==> config.mk <==
export PLATFORM = sky130hd
export DESIGN_NAME = opc_output_polarity_and_clock_status
export DESIGN_NICKNAME = d
export VERILOG_FILES = /design/src/opc_pkg.sv /design/src/opc_output_polarity_and_clock_status.sv /design/src/opc_polarity_stage.sv
export VERILOG_INCLUDE_DIRS = /design/src
export SDC_FILE = /design/constraint.sdc
export NUM_CORES = 1
export LEC_CHECK = 0
export BUFFER_PORTS_ARGS = -buffer_cell sky130_fd_sc_hd__buf_2
export CAP_MARGIN = 20
export CELL_PAD_IN_SITES_DETAIL_PLACEMENT = 0
export CELL_PAD_IN_SITES_GLOBAL_PLACEMENT = 1
export CORE_ASPECT_RATIO = 1.75
export CORE_MARGIN = 4
export CORE_UTILIZATION = 38
export DETAILED_ROUTE_END_ITERATION = 12
export GPL_TIMING_DRIVEN = 1
export PLACE_DENSITY = 0.88
export SETUP_SLACK_MARGIN = 0.4
export SLEW_MARGIN = 20
export SYNTH_ARGS = -nofsm -noshare
export SYNTH_HDL_FRONTEND = slang
export SYNTH_SLANG_ARGS = --single-unit
==> constraint.sdc <==
create_clock -name mclk_i -period 1.6 [get_ports mclk_i]
set_clock_uncertainty 0.05 [all_clocks]
set_input_delay 0.16 -clock mclk_i [delete_from_list [all_inputs] [get_ports mclk_i]]
set_output_delay 0.16 -clock mclk_i [all_outputs]
set_load 0.05 [all_outputs]
==> src/opc_params.svh <==
// constants for the output polarity and clock status register group
`ifndef OPC_PARAMS_SVH
`define OPC_PARAMS_SVH

// register offsets
`define OPC_ADDR_POLARITY     8'h57
`define OPC_ADDR_DIE_ID       8'h58
`define OPC_ADDR_VOL_STATUS   8'h59
`define OPC_ADDR_RATE_RATIO   8'h5B

// reset values
`define OPC_RST_POLARITY      8'h00
`define OPC_RST_VOL_STATUS    8'h00
`define OPC_RST_RATE_RATIO    8'h00
`define OPC_RST_RDATA         8'h00

// output polarity control fields
`define OPC_BIT_AUX_TWO_INV   5
`define OPC_BIT_MUTE_INV      4
`define OPC_BIT_AUX_ZERO_INV  3

// volume status fields
`define OPC_BIT_LEFT_RAMP     5
`define OPC_BIT_LEFT_DONE     4
`define OPC_BIT_RIGHT_RAMP    1
`define OPC_BIT_RIGHT_DONE    0
`define OPC_MASK_VOL_RW       8'hCC

// detected rate and ratio fields
`define OPC_RATE_MSB          6
`define OPC_RATE_LSB          4
`define OPC_RATIO_MSB         3
`define OPC_RATIO_LSB         0
`define OPC_MASK_RATE_RW      8'h80

// unused ratio codes
`define OPC_RATIO_RSVD_A      4'h5
`define OPC_RATIO_RSVD_B      4'hC
`define OPC_RATIO_RSVD_C      4'hF

// least ratio code usable without the pll (64 times the sample rate)
`define OPC_MIN_RATIO_NO_PLL  4'h3

`endif

==> src/opc_pkg.sv <==
// types for the output polarity and clock status register group
package opc_pkg;

  // detected sample rate codes
  typedef enum logic [2:0] {
    OPC_FS_ERROR  = 3'h0,
    OPC_FS_8K     = 3'h1,
    OPC_FS_16K    = 3'h2,
    OPC_FS_48K    = 3'h3,
    OPC_FS_96K    = 3'h4,
    OPC_FS_192K   = 3'h5,
    OPC_FS_384K   = 3'h6,
    OPC_FS_UNUSED = 3'h7
  } opc_rate_t;

  // detected master clock ratio codes
  typedef enum logic [3:0] {
    OPC_RATIO_ERROR = 4'h0,
    OPC_RATIO_32    = 4'h1,
    OPC_RATIO_48    = 4'h2,
    OPC_RATIO_64    = 4'h3,
    OPC_RATIO_128   = 4'h4,
    OPC_RATIO_RES5  = 4'h5,
    OPC_RATIO_192   = 4'h6,
    OPC_RATIO_384   = 4'h7,
    OPC_RATIO_512   = 4'h8,
    OPC_RATIO_768   = 4'h9,
    OPC_RATIO_1024  = 4'hA,
    OPC_RATIO_1536  = 4'hB,
    OPC_RATIO_RESC  = 4'hC,
    OPC_RATIO_2048  = 4'hD,
    OPC_RATIO_3072  = 4'hE,
    OPC_RATIO_RESF  = 4'hF
  } opc_ratio_t;

endpackage : opc_pkg

==> src/opc_output_polarity_and_clock_status.sv <==
// output polarity control, die identification and clock status registers
`timescale 1ns/100ps
`include "opc_params.svh"

module opc_output_polarity_and_clock_status #(
  parameter logic [7:0] DIE_ID = 8'h5A // arbitrary identification value
) (
  // clock and reset
  input  wire logic       mclk_i,
  input  wire logic       sys_rst_i,
  // register port from the control interface
  input  wire logic [7:0] reg_addr_i,
  input  wire logic [7:0] reg_wdata_i,
  input  wire logic       reg_wr_i,
  input  wire logic       reg_rd_i,
  output logic      [7:0] reg_rdata_o,
  output logic            reg_rvalid_o,
  // selected output sources and pin direction
  input  wire logic       aux_two_src_i,
  input  wire logic       mute_src_i,
  input  wire logic       aux_zero_src_i,
  input  wire logic       aux_io_two_dir_out_i,
  // pin drive
  output logic            aux_io_two_o,
  output logic            aux_io_two_oe_n_o,
  output logic            mute_o,
  output logic            aux_io_zero_o,
  // volume ramp state
  input  wire logic       left_volume_ramping_i,
  input  wire logic       left_volume_done_i,
  input  wire logic       right_volume_ramping_i,
  input  wire logic       right_volume_done_i,
  // clock detector results
  input  wire logic [2:0] detected_sample_rate_i,
  input  wire logic [3:0] detected_master_clock_ratio_i,
  input  wire logic       pll_enable_i,
  input  wire logic       mclk_over_limit_i,
  output logic            clock_error_o
);

  // register map, one byte at each offset:
  //   polarity control: bits 5, 4 and 3 invert aux two, mute and aux zero; other bits plain storage
  //   die identification: a constant, writes never land
  //   volume status: bits 5, 4, 1 and 0 follow the volume ramp live; bits 7, 6, 3 and 2 plain storage
  //   rate and ratio: bits 6-4 and 3-0 follow the clock detector live; bit 7 plain storage
  // unmapped offsets read zero with a valid answer, and writes to them are dropped
  // a read and a write in one cycle return the old contents, since reads come from the flops
  // register state
  logic [7:0] polarity;
  logic [7:0] vol_status;
  logic [7:0] rate_ratio;
  logic [7:0] next_polarity;
  logic [7:0] next_vol_status;
  logic [7:0] next_rate_ratio;
  logic [7:0] next_rdata;
  logic       next_rvalid;
  logic       next_oe_n;
  logic       next_clock_error;
  logic       next_aux_two;
  logic       pin_two;
  opc_pkg::opc_ratio_t ratio_code;
  opc_pkg::opc_rate_t  rate_code;

  // detector codes seen as their enum types for readable compares
  assign ratio_code = opc_pkg::opc_ratio_t'(detected_master_clock_ratio_i);
  assign rate_code  = opc_pkg::opc_rate_t'(detected_sample_rate_i);

  // next register contents: writable bits from the port, status bits live
  always_comb begin
    next_polarity   = polarity;
    next_vol_status = vol_status & `OPC_MASK_VOL_RW;
    next_rate_ratio = rate_ratio & `OPC_MASK_RATE_RW;
    if (reg_wr_i) begin
      unique case (reg_addr_i)
        `OPC_ADDR_POLARITY:   next_polarity   = reg_wdata_i;
        `OPC_ADDR_VOL_STATUS: next_vol_status = reg_wdata_i & `OPC_MASK_VOL_RW;
        `OPC_ADDR_RATE_RATIO: next_rate_ratio = reg_wdata_i & `OPC_MASK_RATE_RW;
        default:              next_polarity   = polarity;
      endcase
    end
    // live status bits override whatever a write placed there
    next_vol_status[`OPC_BIT_LEFT_RAMP]  = left_volume_ramping_i;
    next_vol_status[`OPC_BIT_LEFT_DONE]  = left_volume_done_i;
    next_vol_status[`OPC_BIT_RIGHT_RAMP] = right_volume_ramping_i;
    next_vol_status[`OPC_BIT_RIGHT_DONE] = right_volume_done_i;
    next_rate_ratio[`OPC_RATE_MSB:`OPC_RATE_LSB]   = detected_sample_rate_i;
    next_rate_ratio[`OPC_RATIO_MSB:`OPC_RATIO_LSB] = detected_master_clock_ratio_i;
  end

  // register storage
  always_ff @(posedge mclk_i) begin
    if (sys_rst_i) begin
      polarity   <= `OPC_RST_POLARITY;
      vol_status <= `OPC_RST_VOL_STATUS;
      rate_ratio <= `OPC_RST_RATE_RATIO;
    end else begin
      polarity   <= next_polarity;
      vol_status <= next_vol_status;
      rate_ratio <= next_rate_ratio;
    end
  end

  // the identification byte is a parameter, so a new die only changes the instance
  // read data; unmapped offsets read zero
  always_comb begin
    next_rvalid = reg_rd_i;
    next_rdata  = `OPC_RST_RDATA;
    if (reg_rd_i) begin
      unique case (reg_addr_i)
        `OPC_ADDR_POLARITY:   next_rdata = polarity;
        `OPC_ADDR_DIE_ID:     next_rdata = DIE_ID;
        `OPC_ADDR_VOL_STATUS: next_rdata = vol_status;
        `OPC_ADDR_RATE_RATIO: next_rdata = rate_ratio;
        default:              next_rdata = `OPC_RST_RDATA;
      endcase
    end
  end

  // read answer registers: valid for one cycle, data back to zero after it
  always_ff @(posedge mclk_i) begin
    if (sys_rst_i) begin
      reg_rdata_o  <= `OPC_RST_RDATA;
      reg_rvalid_o <= 1'b0;
    end else begin
      reg_rdata_o  <= next_rdata;
      reg_rvalid_o <= next_rvalid;
    end
  end

  // the detector codes arrive on this clock, so no synchroniser is needed here;
  // a ratio code outside the list is flagged rather than trusted
  // clock error: bad codes, unusable ratio without pll, or clock too fast
  always_comb begin
    next_clock_error = 1'b0;
    // rate code out of range or unused
    if (rate_code == opc_pkg::OPC_FS_ERROR || rate_code == opc_pkg::OPC_FS_UNUSED) begin
      next_clock_error = 1'b1;
    end
    // ratio code marked as error or not in the list
    if (ratio_code == opc_pkg::OPC_RATIO_ERROR || ratio_code == opc_pkg::OPC_RATIO_RES5 ||
        ratio_code == opc_pkg::OPC_RATIO_RESC || ratio_code == opc_pkg::OPC_RATIO_RESF) begin
      next_clock_error = 1'b1;
    end
    // too few processing cycles per sample when the pll is off
    if (!pll_enable_i && detected_master_clock_ratio_i < `OPC_MIN_RATIO_NO_PLL) begin
      next_clock_error = 1'b1;
    end
    // master clock at or above its frequency limit
    if (mclk_over_limit_i) begin
      next_clock_error = 1'b1;
    end
  end

  // clock error register: one cycle behind the detector codes
  always_ff @(posedge mclk_i) begin
    if (sys_rst_i) begin
      clock_error_o <= 1'b0;
    end else begin
      clock_error_o <= next_clock_error;
    end
  end

  // aux output two drives only when set as an output; the extra level stage
  // keeps the pin level on a flop of this module, beside its enable
  always_comb begin
    next_oe_n    = ~aux_io_two_dir_out_i;
    next_aux_two = pin_two;
  end

  // pin direction and aux two level registers; the pin stays released in reset
  always_ff @(posedge mclk_i) begin
    if (sys_rst_i) begin
      aux_io_two_oe_n_o <= 1'b1;
      aux_io_two_o      <= 1'b0;
    end else begin
      aux_io_two_oe_n_o <= next_oe_n;
      aux_io_two_o      <= next_aux_two;
    end
  end

  // the three pins share one stage module; each resets low; mute and aux zero follow their source one cycle later, aux two two cycles later
  // aux output two polarity
  opc_polarity_stage u_aux_two (
    .mclk_i    (mclk_i),
    .sys_rst_i (sys_rst_i),
    .src_i     (aux_two_src_i),
    .invert_i  (polarity[`OPC_BIT_AUX_TWO_INV]),
    .pin_o     (pin_two)
  );

  // mute output polarity
  opc_polarity_stage u_mute (
    .mclk_i    (mclk_i),
    .sys_rst_i (sys_rst_i),
    .src_i     (mute_src_i),
    .invert_i  (polarity[`OPC_BIT_MUTE_INV]),
    .pin_o     (mute_o)
  );

  // aux output zero polarity
  opc_polarity_stage u_aux_zero (
    .mclk_i    (mclk_i),
    .sys_rst_i (sys_rst_i),
    .src_i     (aux_zero_src_i),
    .invert_i  (polarity[`OPC_BIT_AUX_ZERO_INV]),
    .pin_o     (aux_io_zero_o)
  );

endmodule : opc_output_polarity_and_clock_status

==> src/opc_polarity_stage.sv <==
// one output pin stage with selectable polarity
`timescale 1ns/100ps

module opc_polarity_stage (
  // clock and reset
  input  wire logic mclk_i,
  input  wire logic sys_rst_i,
  // selected source and polarity
  input  wire logic src_i,
  input  wire logic invert_i,
  // pin level
  output logic      pin_o
);

  logic next_pin;

  // invert the selected source when asked
  always_comb begin
    next_pin = src_i ^ invert_i;
  end

  // register the pin level
  always_ff @(posedge mclk_i) begin
    if (sys_rst_i) begin
      pin_o <= 1'b0;
    end else begin
      pin_o <= next_pin;
    end
  end

endmodule : opc_polarity_stage

==> results.toml, run 1 <==
[timing]
slew_headroom_pct = 71.2
achievable-frequency_mhz = 932
slew_violations = 0
final.period_utilization_pct = 67.0
rsz0062_at_grt = "true"
fin_worst_hold_slack_ns = 0.0284
setup_viol = 0
fin_tns_setup_ns = 0
hold_viol_final = 0
timing_worst_slew_pin_value_ns = 0.431
finalCriticalPeriod_ns = 1.07
final_critical_path_setup_slack_ns = 0.528

[setup_path]
path_delay_family = "simple AND/OR/NAND/NOR gates"
cp_max_fo = 18
path_buf_inv = 1
cp_slowest_stage_delay_ns = 0.47
worst_setup_path_end_kind = "register"
critical_path_arrival_ns = 1.18
type_of_origin_of_the_critical_path = "primary input"
slowest_stage = "or3b_4"
path_cells = "buf_2, or3b_4, o31ai_1, a21oi_1"
critPathRequiredTime_ns = 1.71
critical_path_class = "in2reg"
critPathLaunch = "reg_addr_i[2]"
crit-reg2reg-launch = "polarity[3]"

[die]
design.portCount = 51
placeableCoreArea_um2 = 4480
floorplan.die.height_um = 98.5
start_util_pct = 39.6
die-width_um = 59.7
rows = 32
design.die.area_um2 = 5880

[grt]
globalRoute.totalOverflow = 0
antenna_violations_before_repair = 0
grt_pass1_vias = 1469
grt_usage_pct = 14.9
grt_start_max_net_pins = 39
global_route_wire_length_before_repair_mm = 6.63

[detailed_routing]
initialDrtViolationCount = 21
finalWirelength_mm = 3.91
dr.pass1.iters = 4
antenna_left = 0
detailroute.via_count = 1428
viasPerCell = 5.10
routed_wire_length_per_instance_um = 14.0
drc = 0

[synth]
synth_warnings = 0
ys.flop_type = "dfxtp_1"
yosys.area_share.adder_pct = 0
ys_ff_latch = 39
synthesis.instances = 177
synthSimpleGateAreaFrac_pct = 31.9
syn_area_um2 = 1780
library_cells_used_by_synthesis = 38
synth_compound_area_share_pct = 12.2
synth-edff-count = 0
post_synth_mux_area_share_pct = 5.63
largest_family_of_logic_cells_by_synthesized_area = "simple AND/OR/NAND/NOR gates"
synth-seq-area-share_pct = 43.9
ys_async_sr_fraction_pct = 0
postSynthAreaPerCell_um2 = 10.0
synthesis.nets = 214
synth-xor-area-share_pct = 1.97

[min_path]
hold_path_start = "right_volume_ramping_i"
hold_path.class = "in2reg"

[cells_and_area]
fin_nets = 265
layout-area-overhead-vs-synth_pct = 21.2
final_layout_size_suffix_gt1_share_pct = 36.7
antenna-diode-count = 0
core_util_final_pct = 48.0
num-fill-cells = 464

[pwr]
cellLeakagePower_nw = 0.882
power_density_nw_per_um2 = 855
p_int_mw = 1.39
clock_power_share_pct = 33.9
swShare_pct = 24.3
net-switching-power_mw = 0.448
power.ir.vdd_worst_mv = 0.577
power_frac_comb_pct = 11.7
finalPower_mw = 1.84
seqPwrFrac_pct = 54.4

[clock_network]
cts_root_buf = "clkbuf_8"
clock_insertion_delay_worst_skew_ns = 0.28
cts_made_buffers = 5
clkTransAtPathRegs_ns = 0.07
tritoncts = "built"
tritoncts_num_sinks = 39
clock_tree.buffer_depth = 2
cts.htree.levels = 2

[job]
max_cap_viol_count = 0

[placed_design]
gp_routability_congestion = 0.764
placed_wire_length_estimate_mm = 3.10
place.port_buffers = 50
pre_cts_slack_ns = 0.157

[status]
run_status = "finished, final reports clean"
-- repair_timing --
item / in CTS / in global routing
gates resized for setup: 0 / 1
setup buffers: 0 / 0
hold endpoints to repair: 1 / 0
hold buffers: 1 / 0
setup endpoints to repair: 0 / 2
-- power by group through the flow --
stage / Sequential [mW] / Combinational (mW) / Clock, mW
6_report: 1.00 / 0.216 / 0.625
5_1_grt: 1.00 / 0.238 / 0.692
4_1_cts: 1.00 / 0.217 / 0.635
3_5_place_dp: 1.02 / 0.215 / 0
3_3_place_gp: 1.02 / 0.211 / 0
2_1_floorplan: 1.05 / 0.109 / 0
-- cells by family (layout without fill, tap and decap cells) --
family / after synthesis / after routing
simple gates: 76 / 76
flops: 39 / 39
compound gates: 34 / 34
buf+inv: 14 / 66
mux: 10 / 10
xor+xnor: 4 / 4
-- registers in the layout, indices dropped and copies added (netlist names) --
signal	cells
clock_error_o	1
u_aux_zero.pin_o	1
u_mute.pin_o	1
aux_io_two_o	1
u_aux_two.pin_o	1
vol_status	8
polarity	8
reg_rvalid_o	1
reg_rdata_o	8
rate_ratio	8
aux_io_two_oe_n_o	1
-- cell usage in the layout, fill, tap and decap left out, types with 2 or more instances in the layout --
master	instances
clkbuf_8	5
o31ai_1	4
buf_4	5
nand3b_1	8
a21oi_1	9
dfxtp_1	39
a221oi_1	4
buf_2	50
nand2_1	7
a21o_1	4
mux2i_1	10
nand4_1	5
o21ai_0	9
or2b_2	16
nor2_1	4
and3b_1	9
nand2b_1	2
clkbuf_1	2
nor2b_1	14
xnor2_1	3
nor3_1	2
-- Yosys cell counts (all sizes together), types with 5 or more instances --
library cell / number / area (um2)
or2b: 16 / 140
nor2b: 14 / 87.6
nand2: 7 / 26.3
nand3b: 8 / 60.1
a21oi: 9 / 45.0
o21ai: 9 / 45.0
nand4: 5 / 31.3
mux2i: 10 / 100
dfxtp: 39 / 781
clkbuf: 8 / 33.8
and3b: 9 / 78.8
-- worst paths after layout --
path / end / slack (ns) / cells after the start
min: vol_status[1] / 0.03 / 2
min reg2reg: aux_io_two_o / 0.40 / 1
max: vol_status[2] / 0.53 / 4
max reg2reg: reg_rdata_o[3] / 0.54 / 3
-- area by class of cell --
| class | instances | area (um2) | share of cell area [%] |
|---|---|---|---|
| clock buffer | 7 | 76.3 | 3.54 |
| clock inverter | 1 | 5.00 | 0.232 |
| inverter | 2 | 7.51 | 0.348 |
| multi-input combinational | 124 | 923 | 42.9 |
| sequential | 39 | 781 | 36.2 |
| tap | 51 | 63.8 | 2.96 |
| timing repair buffer | 56 | 298 | 13.8 |
-- layer usage --
| metal | GRT usage [%] | part of all wire [%] |
|---|---|---|
| met5 | 0 | 0 |
| met4 | 9.73 | 4.5 |
| met3 | 3.01 | 4.0 |
| met2 | 26.0 | 56 |
| met1 | 15.2 | 36 |
-- per-stage QoR --
stage	area [um2]	std cells
after global routing	2150	280
after floorplan	1790	177
after detailed placement	2060	271
final	2150	280
after CTS	2150	280
after global placement	2060	271
Power figures use the tool's default switching activity.
==> run 2: changes to the inputs <==
Settings changed: ABC_AREA set to 1, CORE_UTILIZATION 38 to 31, PLACE_DENSITY 0.88 to 0.83.
Clock period 1.6 ns to 0.9 ns, I/O delays scaled along.
==> run 2 against run 1 <==
The run now ends with hold timing, setup timing left. Largest power group unchanged. Largest cell class unchanged. Sequential share of layout area shrank 7.5 points. Critical endpoint is now reg_rdata_o[1]. Wire length grew 15%. Power grew 88%. Non-clock buffer count grew 12. Critical path type is now reg2out. First-iteration DRC count is the same. Clock-buffer cell count shrank 1. Cell count grew 24%. Die area grew 10%.
==> results.toml, run 2 <==
[placed_design]
placed_wire_length_estimate_mm = 2.98
gp_routability_congestion = 0.813
place.detailed.instances = 328
place.port_buffers = 50
pre_cts_slack_ns = -0.316

[detailed_routing]
viasPerCell = 4.78
drc = 0
initialDrtViolationCount = 21
dr.pass1.iters = 4
detailroute.via_count = 1662
antenna_left = 0
finalWirelength_mm = 4.50
routed_wire_length_per_instance_um = 12.9

[pwr]
power.ir.vdd_worst_mv = 0.743
finalPower_mw = 3.46
cellLeakagePower_nw = 1.29
power_density_nw_per_um2 = 1180

[synth]
syn_area_um2 = 1620
synth-xor-area-share_pct = 1.63
ys_ff_latch = 39
library_cells_used_by_synthesis = 20
ys_top_cells_by_count = "nand2_1 (56), dfxtp_1 (39), nor2_1 (38), nand3_1 (29), inv_1 (26)"
synthSimpleGateAreaFrac_pct = 36.1
synthesis.nets = 260
synth.most_common_cell = "nand2_1"
synth_compound_area_share_pct = 5.11
synth_top_cell_area_share_pct = 48.3
post-synth-top-area-cell = "dfxtp_1"
post_synth_mux_area_share_pct = 0
synthTopCellsByArea = "dfxtp_1 (48%), nand2_1 (13%), nand3_1 (9.0%), nor2_1 (8.8%), inv_1 (6.0%)"
synthesis.instances = 223
yosys.area_share.adder_pct = 0
ys.flop_type = "dfxtp_1"
postSynthAreaPerCell_um2 = 7.25
synth_warnings = 0
synth-edff-count = 0
synth-seq-area-share_pct = 48.3
ys_async_sr_fraction_pct = 0
largest_family_of_logic_cells_by_synthesized_area = "simple AND/OR/NAND/NOR gates"

[setup_path]
cp_max_fo = 1
path_cells = "buf_8"
type_of_origin_of_the_critical_path = "register"
path_delay_family = "flip-flops"
slowest_stage = "dfxtp_2"
cp_slowest_stage_delay_ns = 0.35
critPathLaunch = "reg_rdata_o[1]"
critical_path_arrival_ns = 0.79
critPathRequiredTime_ns = 0.76
crit-reg2reg-launch = "polarity[3]"
path_buf_inv = 1
critical_path_class = "reg2out"
worst_setup_path_end_kind = "output port"

[grt]
gr-usage-met1_pct = 14.3
most_congested_layer_reported_by_global_routing = "met2"
grt_start_max_net_pins = 30
global_route_wire_length_before_repair_mm = 7.47
grt_pass1_vias = 1631
antenna_violations_before_repair = 0
grtUsageMet3_pct = 2.60
globalRoute.totalOverflow = 0
global_route.usage.met2_pct = 27.1
grt_usage_pct = 14.3

[timing]
setup_viol = 14
achievable-frequency_mhz = 1080
slew_violations = 0
timing_worst_slew_pin_value_ns = 0.276
hold_viol_final = 9
final_critical_path_setup_slack_ns = -0.0253
finalCriticalPeriod_ns = 0.925
final.period_utilization_pct = 103
rsz0062_at_grt = "true"
fin_worst_hold_slack_ns = -0.0951
slew_headroom_pct = 81.6

[die]
design.die.area_um2 = 6480
floorplan.die.height_um = 104
design.portCount = 51
rows = 34
die-width_um = 62.6
start_util_pct = 32.2
placeableCoreArea_um2 = 5020

[clock_network]
clock_tree.buffer_depth = 2
clkTransAtPathRegs_ns = 0.08
cts_made_buffers = 5
cts.htree.levels = 2
tritoncts = "built"
cts_root_buf = "clkbuf_8"
tritoncts_num_sinks = 39
clock_insertion_delay_worst_skew_ns = 0.29

[cells_and_area]
stdcell_count = 348
layout-area-overhead-vs-synth_pct = 80.7
final_layout_size_suffix_gt1_share_pct = 64.3
layout.cells.most_common_list = "nor2_1 (31), nand2_1 (31), buf_2 (25)"
antenna-diode-count = 0
fin_nets = 330
core_util_final_pct = 58.2

[job]
max_cap_viol_count = 0

[status]
failed_checks = "hold timing, setup timing"
run_status = "complete, but fails checks"

[min_path]
hold_path_start = "aux_io_two_dir_out_i"
hold_path.class = "in2reg"
==> run 2: cell types whose count changed after synthesis, sizes merged, moves of 5 or more <==
cell    previous run  this run
a21oi              9        14
and3b              9         0
clkbuf             8         0
inv                2        26
mux2i             10         0
nand2              7        57
nand3              1        30
nand3b             8         1
nor2               4        42
nor2b             14         0
o21ai              9         1
or2b              16         0
==> run 2: power by group <==
part	internal, mW	total (mW)	leakage [nW]	switching [mW]
sequential	1.74	1.76	0.332	0.0229
clock	0.543	1.14	0.0455	0.592
combinational	0.256	0.561	0.916	0.305
total	2.54	3.46	1.29	0.920
==> run 2: final timing paths <==
path	end	slack, ns	depth (start not counted)
setup / recovery	reg_rdata_o[1]	-0.03	1
hold reg to reg	aux_io_two_o	0.35	2
hold / removal	aux_io_two_oe_n_o	-0.1	2
setup reg to reg	reg_rdata_o[3]	0.10	4
==> run 2: cell families after synthesis <==
group	after synthesis
AOI/OAI and AO/OA	16
DFF	39
and+or+nand+nor	131
buffers and inverters	34
xor gates and xnor gates	3
==> run 2: cell type report <==
type / instances / area, um2
fillers: 455 / 2100
multi-input cells: 152 / 1100
flip-flops and latches: 39 / 840
repair buffers: 68 / 662
inverters: 27 / 164
clock buffers: 6 / 72.6
well taps: 54 / 67.6
clock inverters: 2 / 11.3
==> run 2: timing repair <==
item,in CTS,in global routing
setup endpoints to repair,40,40
endpoints found under the hold margin,12,9
buffers inserted,5,4
gates cloned,3,0
gates resized for setup,121,49
pin swaps,34,25
==> run 2: through the flow <==
step	instance area, um2	setup TNS [ns]
after detailed placement	2130	-5.56
after floorplan	1820	0
after global routing	2920	-0.467
after global placement	2130	-5.57
after CTS	2700	-0.274
final	2920	-0.184
==> run 2: layer usage <==
metal	share of wire, %	vias to the layer above
met5	0	-
li1	-	838
met1	34	774
met4	3.0	0
met3	3.6	10
met2	59	40
==> run 3: changes to the inputs <==
Settings changed: ABC_AREA 1 to 0, CORE_UTILIZATION 31 to 35, PLACE_DENSITY 0.83 to 0.85.
==> run 3 against run 2 <==
The run still ends with hold timing, setup timing left. Clock power grew 8%. Utilization shrank 0.061 points. First-iteration DRC count grew 95%. Die area shrank 2.3%. Via count shrank 3.4%. Combinational power grew 9.1%. Fmax shrank 5.3%. Largest power group unchanged.
==> results.toml, run 3 (synthesized netlist as in run 1, its figures left out) <==
[die]
start_util_pct = 36.0
placeableCoreArea_um2 = 4930
design.die.area_um2 = 6330
floorplan.die.height_um = 102
design.portCount = 51
rows = 34
die-width_um = 61.9

[setup_path]
cp_max_fo = 3
critPathLaunch = "polarity[3]"
worst_setup_path_end_kind = "register"
critPathRequiredTime_ns = 1.05
crit-reg2reg-launch = "polarity[3]"
type_of_origin_of_the_critical_path = "register"
critical_path_arrival_ns = 1.13
critical_path_class = "reg2reg"

[clock_network]
clock_tree.buffer_depth = 2
clock_insertion_delay_worst_skew_ns = 0.30
tritoncts_num_sinks = 39
cts_root_buf = "clkbuf_8"
tritoncts = "built"
cts_made_buffers = 5
cts.htree.levels = 2
clkTransAtPathRegs_ns = 0.08

[grt]
global_route.usage.met2_pct = 31.6
globalRoute.totalOverflow = 0
global_route_wire_length_before_repair_mm = 7.80
gr-usage-met1_pct = 15.2
grt_pass1_vias = 1725
most_congested_layer_reported_by_global_routing = "met2"
antenna_violations_before_repair = 0
grtUsageMet3_pct = 3.29
grt_usage_pct = 17.0
grt_start_max_net_pins = 23

[detailed_routing]
antenna_left = 0
viasPerCell = 5.14
detailroute.via_count = 1605
dr.pass1.iters = 4
initialDrtViolationCount = 41
finalWirelength_mm = 4.92
drc = 0
routed_wire_length_per_instance_um = 15.8

[job]
max_cap_viol_count = 0

[timing]
setup_viol = 23
finalCriticalPeriod_ns = 0.977
fin_worst_hold_slack_ns = -0.0731
achievable-frequency_mhz = 1020
rsz0062_at_grt = "true"
timing_worst_slew_pin_value_ns = 0.323
final.period_utilization_pct = 109
fin_tns_setup_ns = -0.700
slew_headroom_pct = 78.2
slew_violations = 0
final_critical_path_setup_slack_ns = -0.0771
hold_viol_final = 9

[cells_and_area]
fin_nets = 294
layout.cells.most_common_list = "buf_2 (31), buf_4 (22), buf_8 (18)"
antenna-diode-count = 0
final_layout_size_suffix_gt1_share_pct = 62.0
layout-area-overhead-vs-synth_pct = 61.4
stdcell_count = 312
num-fill-cells = 421
core_util_final_pct = 58.1
most_common_cell_after_layout_fill_and_taps_aside = "buf_2"

[pwr]
power_density_nw_per_um2 = 1250
power.ir.vdd_worst_mv = 1.54
cellLeakagePower_nw = 1.16

[min_path]
hold_path.class = "in2reg"
hold_path_start = "aux_io_two_dir_out_i"

[placed_design]
place.detailed.instances = 294
gp_routability_congestion = 0.797
place.port_buffers = 50
placed_wire_length_estimate_mm = 3.47

[status]
run_status = "complete, but fails checks"
failed_checks = "hold timing, setup timing"
[run 3: final cells by class]
| class | count | area [um2] | area share (%) |
|---|---|---|---|
| clock buffers | 5 | 68.8 | 2.40 |
| clock inverters | 3 | 23.8 | 0.829 |
| inverters | 2 | 7.51 | 0.262 |
| multi-input cells | 124 | 1070 | 37.4 |
| flip-flops and latches | 39 | 847 | 29.5 |
| well taps | 54 | 67.6 | 2.35 |
| repair buffers | 85 | 782 | 27.3 |
[run 3: per-layer routing]
metal  part of all wire [%]  vias to the layer above
met5                      0                        -
met4                    6.3                        0
met3                    4.5                       21
met2                     57                       49
met1                     32                      753
li1                       -                      782
[run 3: metrics by stage]
stage / worst slack (ns) / hold slack, ns / total power [mW] / instance area (um2)
4_1_cts: -0.0805 / -0.102 / 3.56 / 2800
2_1_floorplan: -0.312 / 0.112 / 2.08 / 1970
3_3_place_gp: -0.308 / 0.203 / 2.25 / 2350
3_5_place_dp: -0.365 / 0.210 / 2.26 / 2350
6_report: -0.0771 / -0.0731 / 3.59 / 2870
5_1_grt: -0.142 / -0.0673 / 3.71 / 2870
[run 3: final timing paths]
check	end	slack, ns	cells past startpoint
setup / recovery	reg_rdata_o[3]	-0.08	3
hold / removal	aux_io_two_oe_n_o	-0.07	2
setup reg to reg	reg_rdata_o[3]	-0.08	3
hold reg to reg	reg_rdata_o[5]	0.39	2
[run 3: repair_timing]
action,in CTS,in global routing
buffers inserted,8,1
gates resized for setup,87,15
endpoints found under the setup margin,50,41
pin swaps,13,9
endpoints found under the hold margin,11,7
cloned,1,0
[run 3: critical path: stages, from the launching register on]
cell,delay (ns)
dfxtp_2,0.37
nand3b_1,0.08
a21o_1,0.18
a221oi_2,0.21
[run 3: power breakdown]
part           internal, mW  switching (mW)  leakage (nW)  total (mW)
clock network         0.556           0.670        0.0486        1.23
registers              1.73          0.0186         0.334        1.75
logic                 0.325           0.286         0.775       0.612
total                  2.62           0.975          1.16        3.59
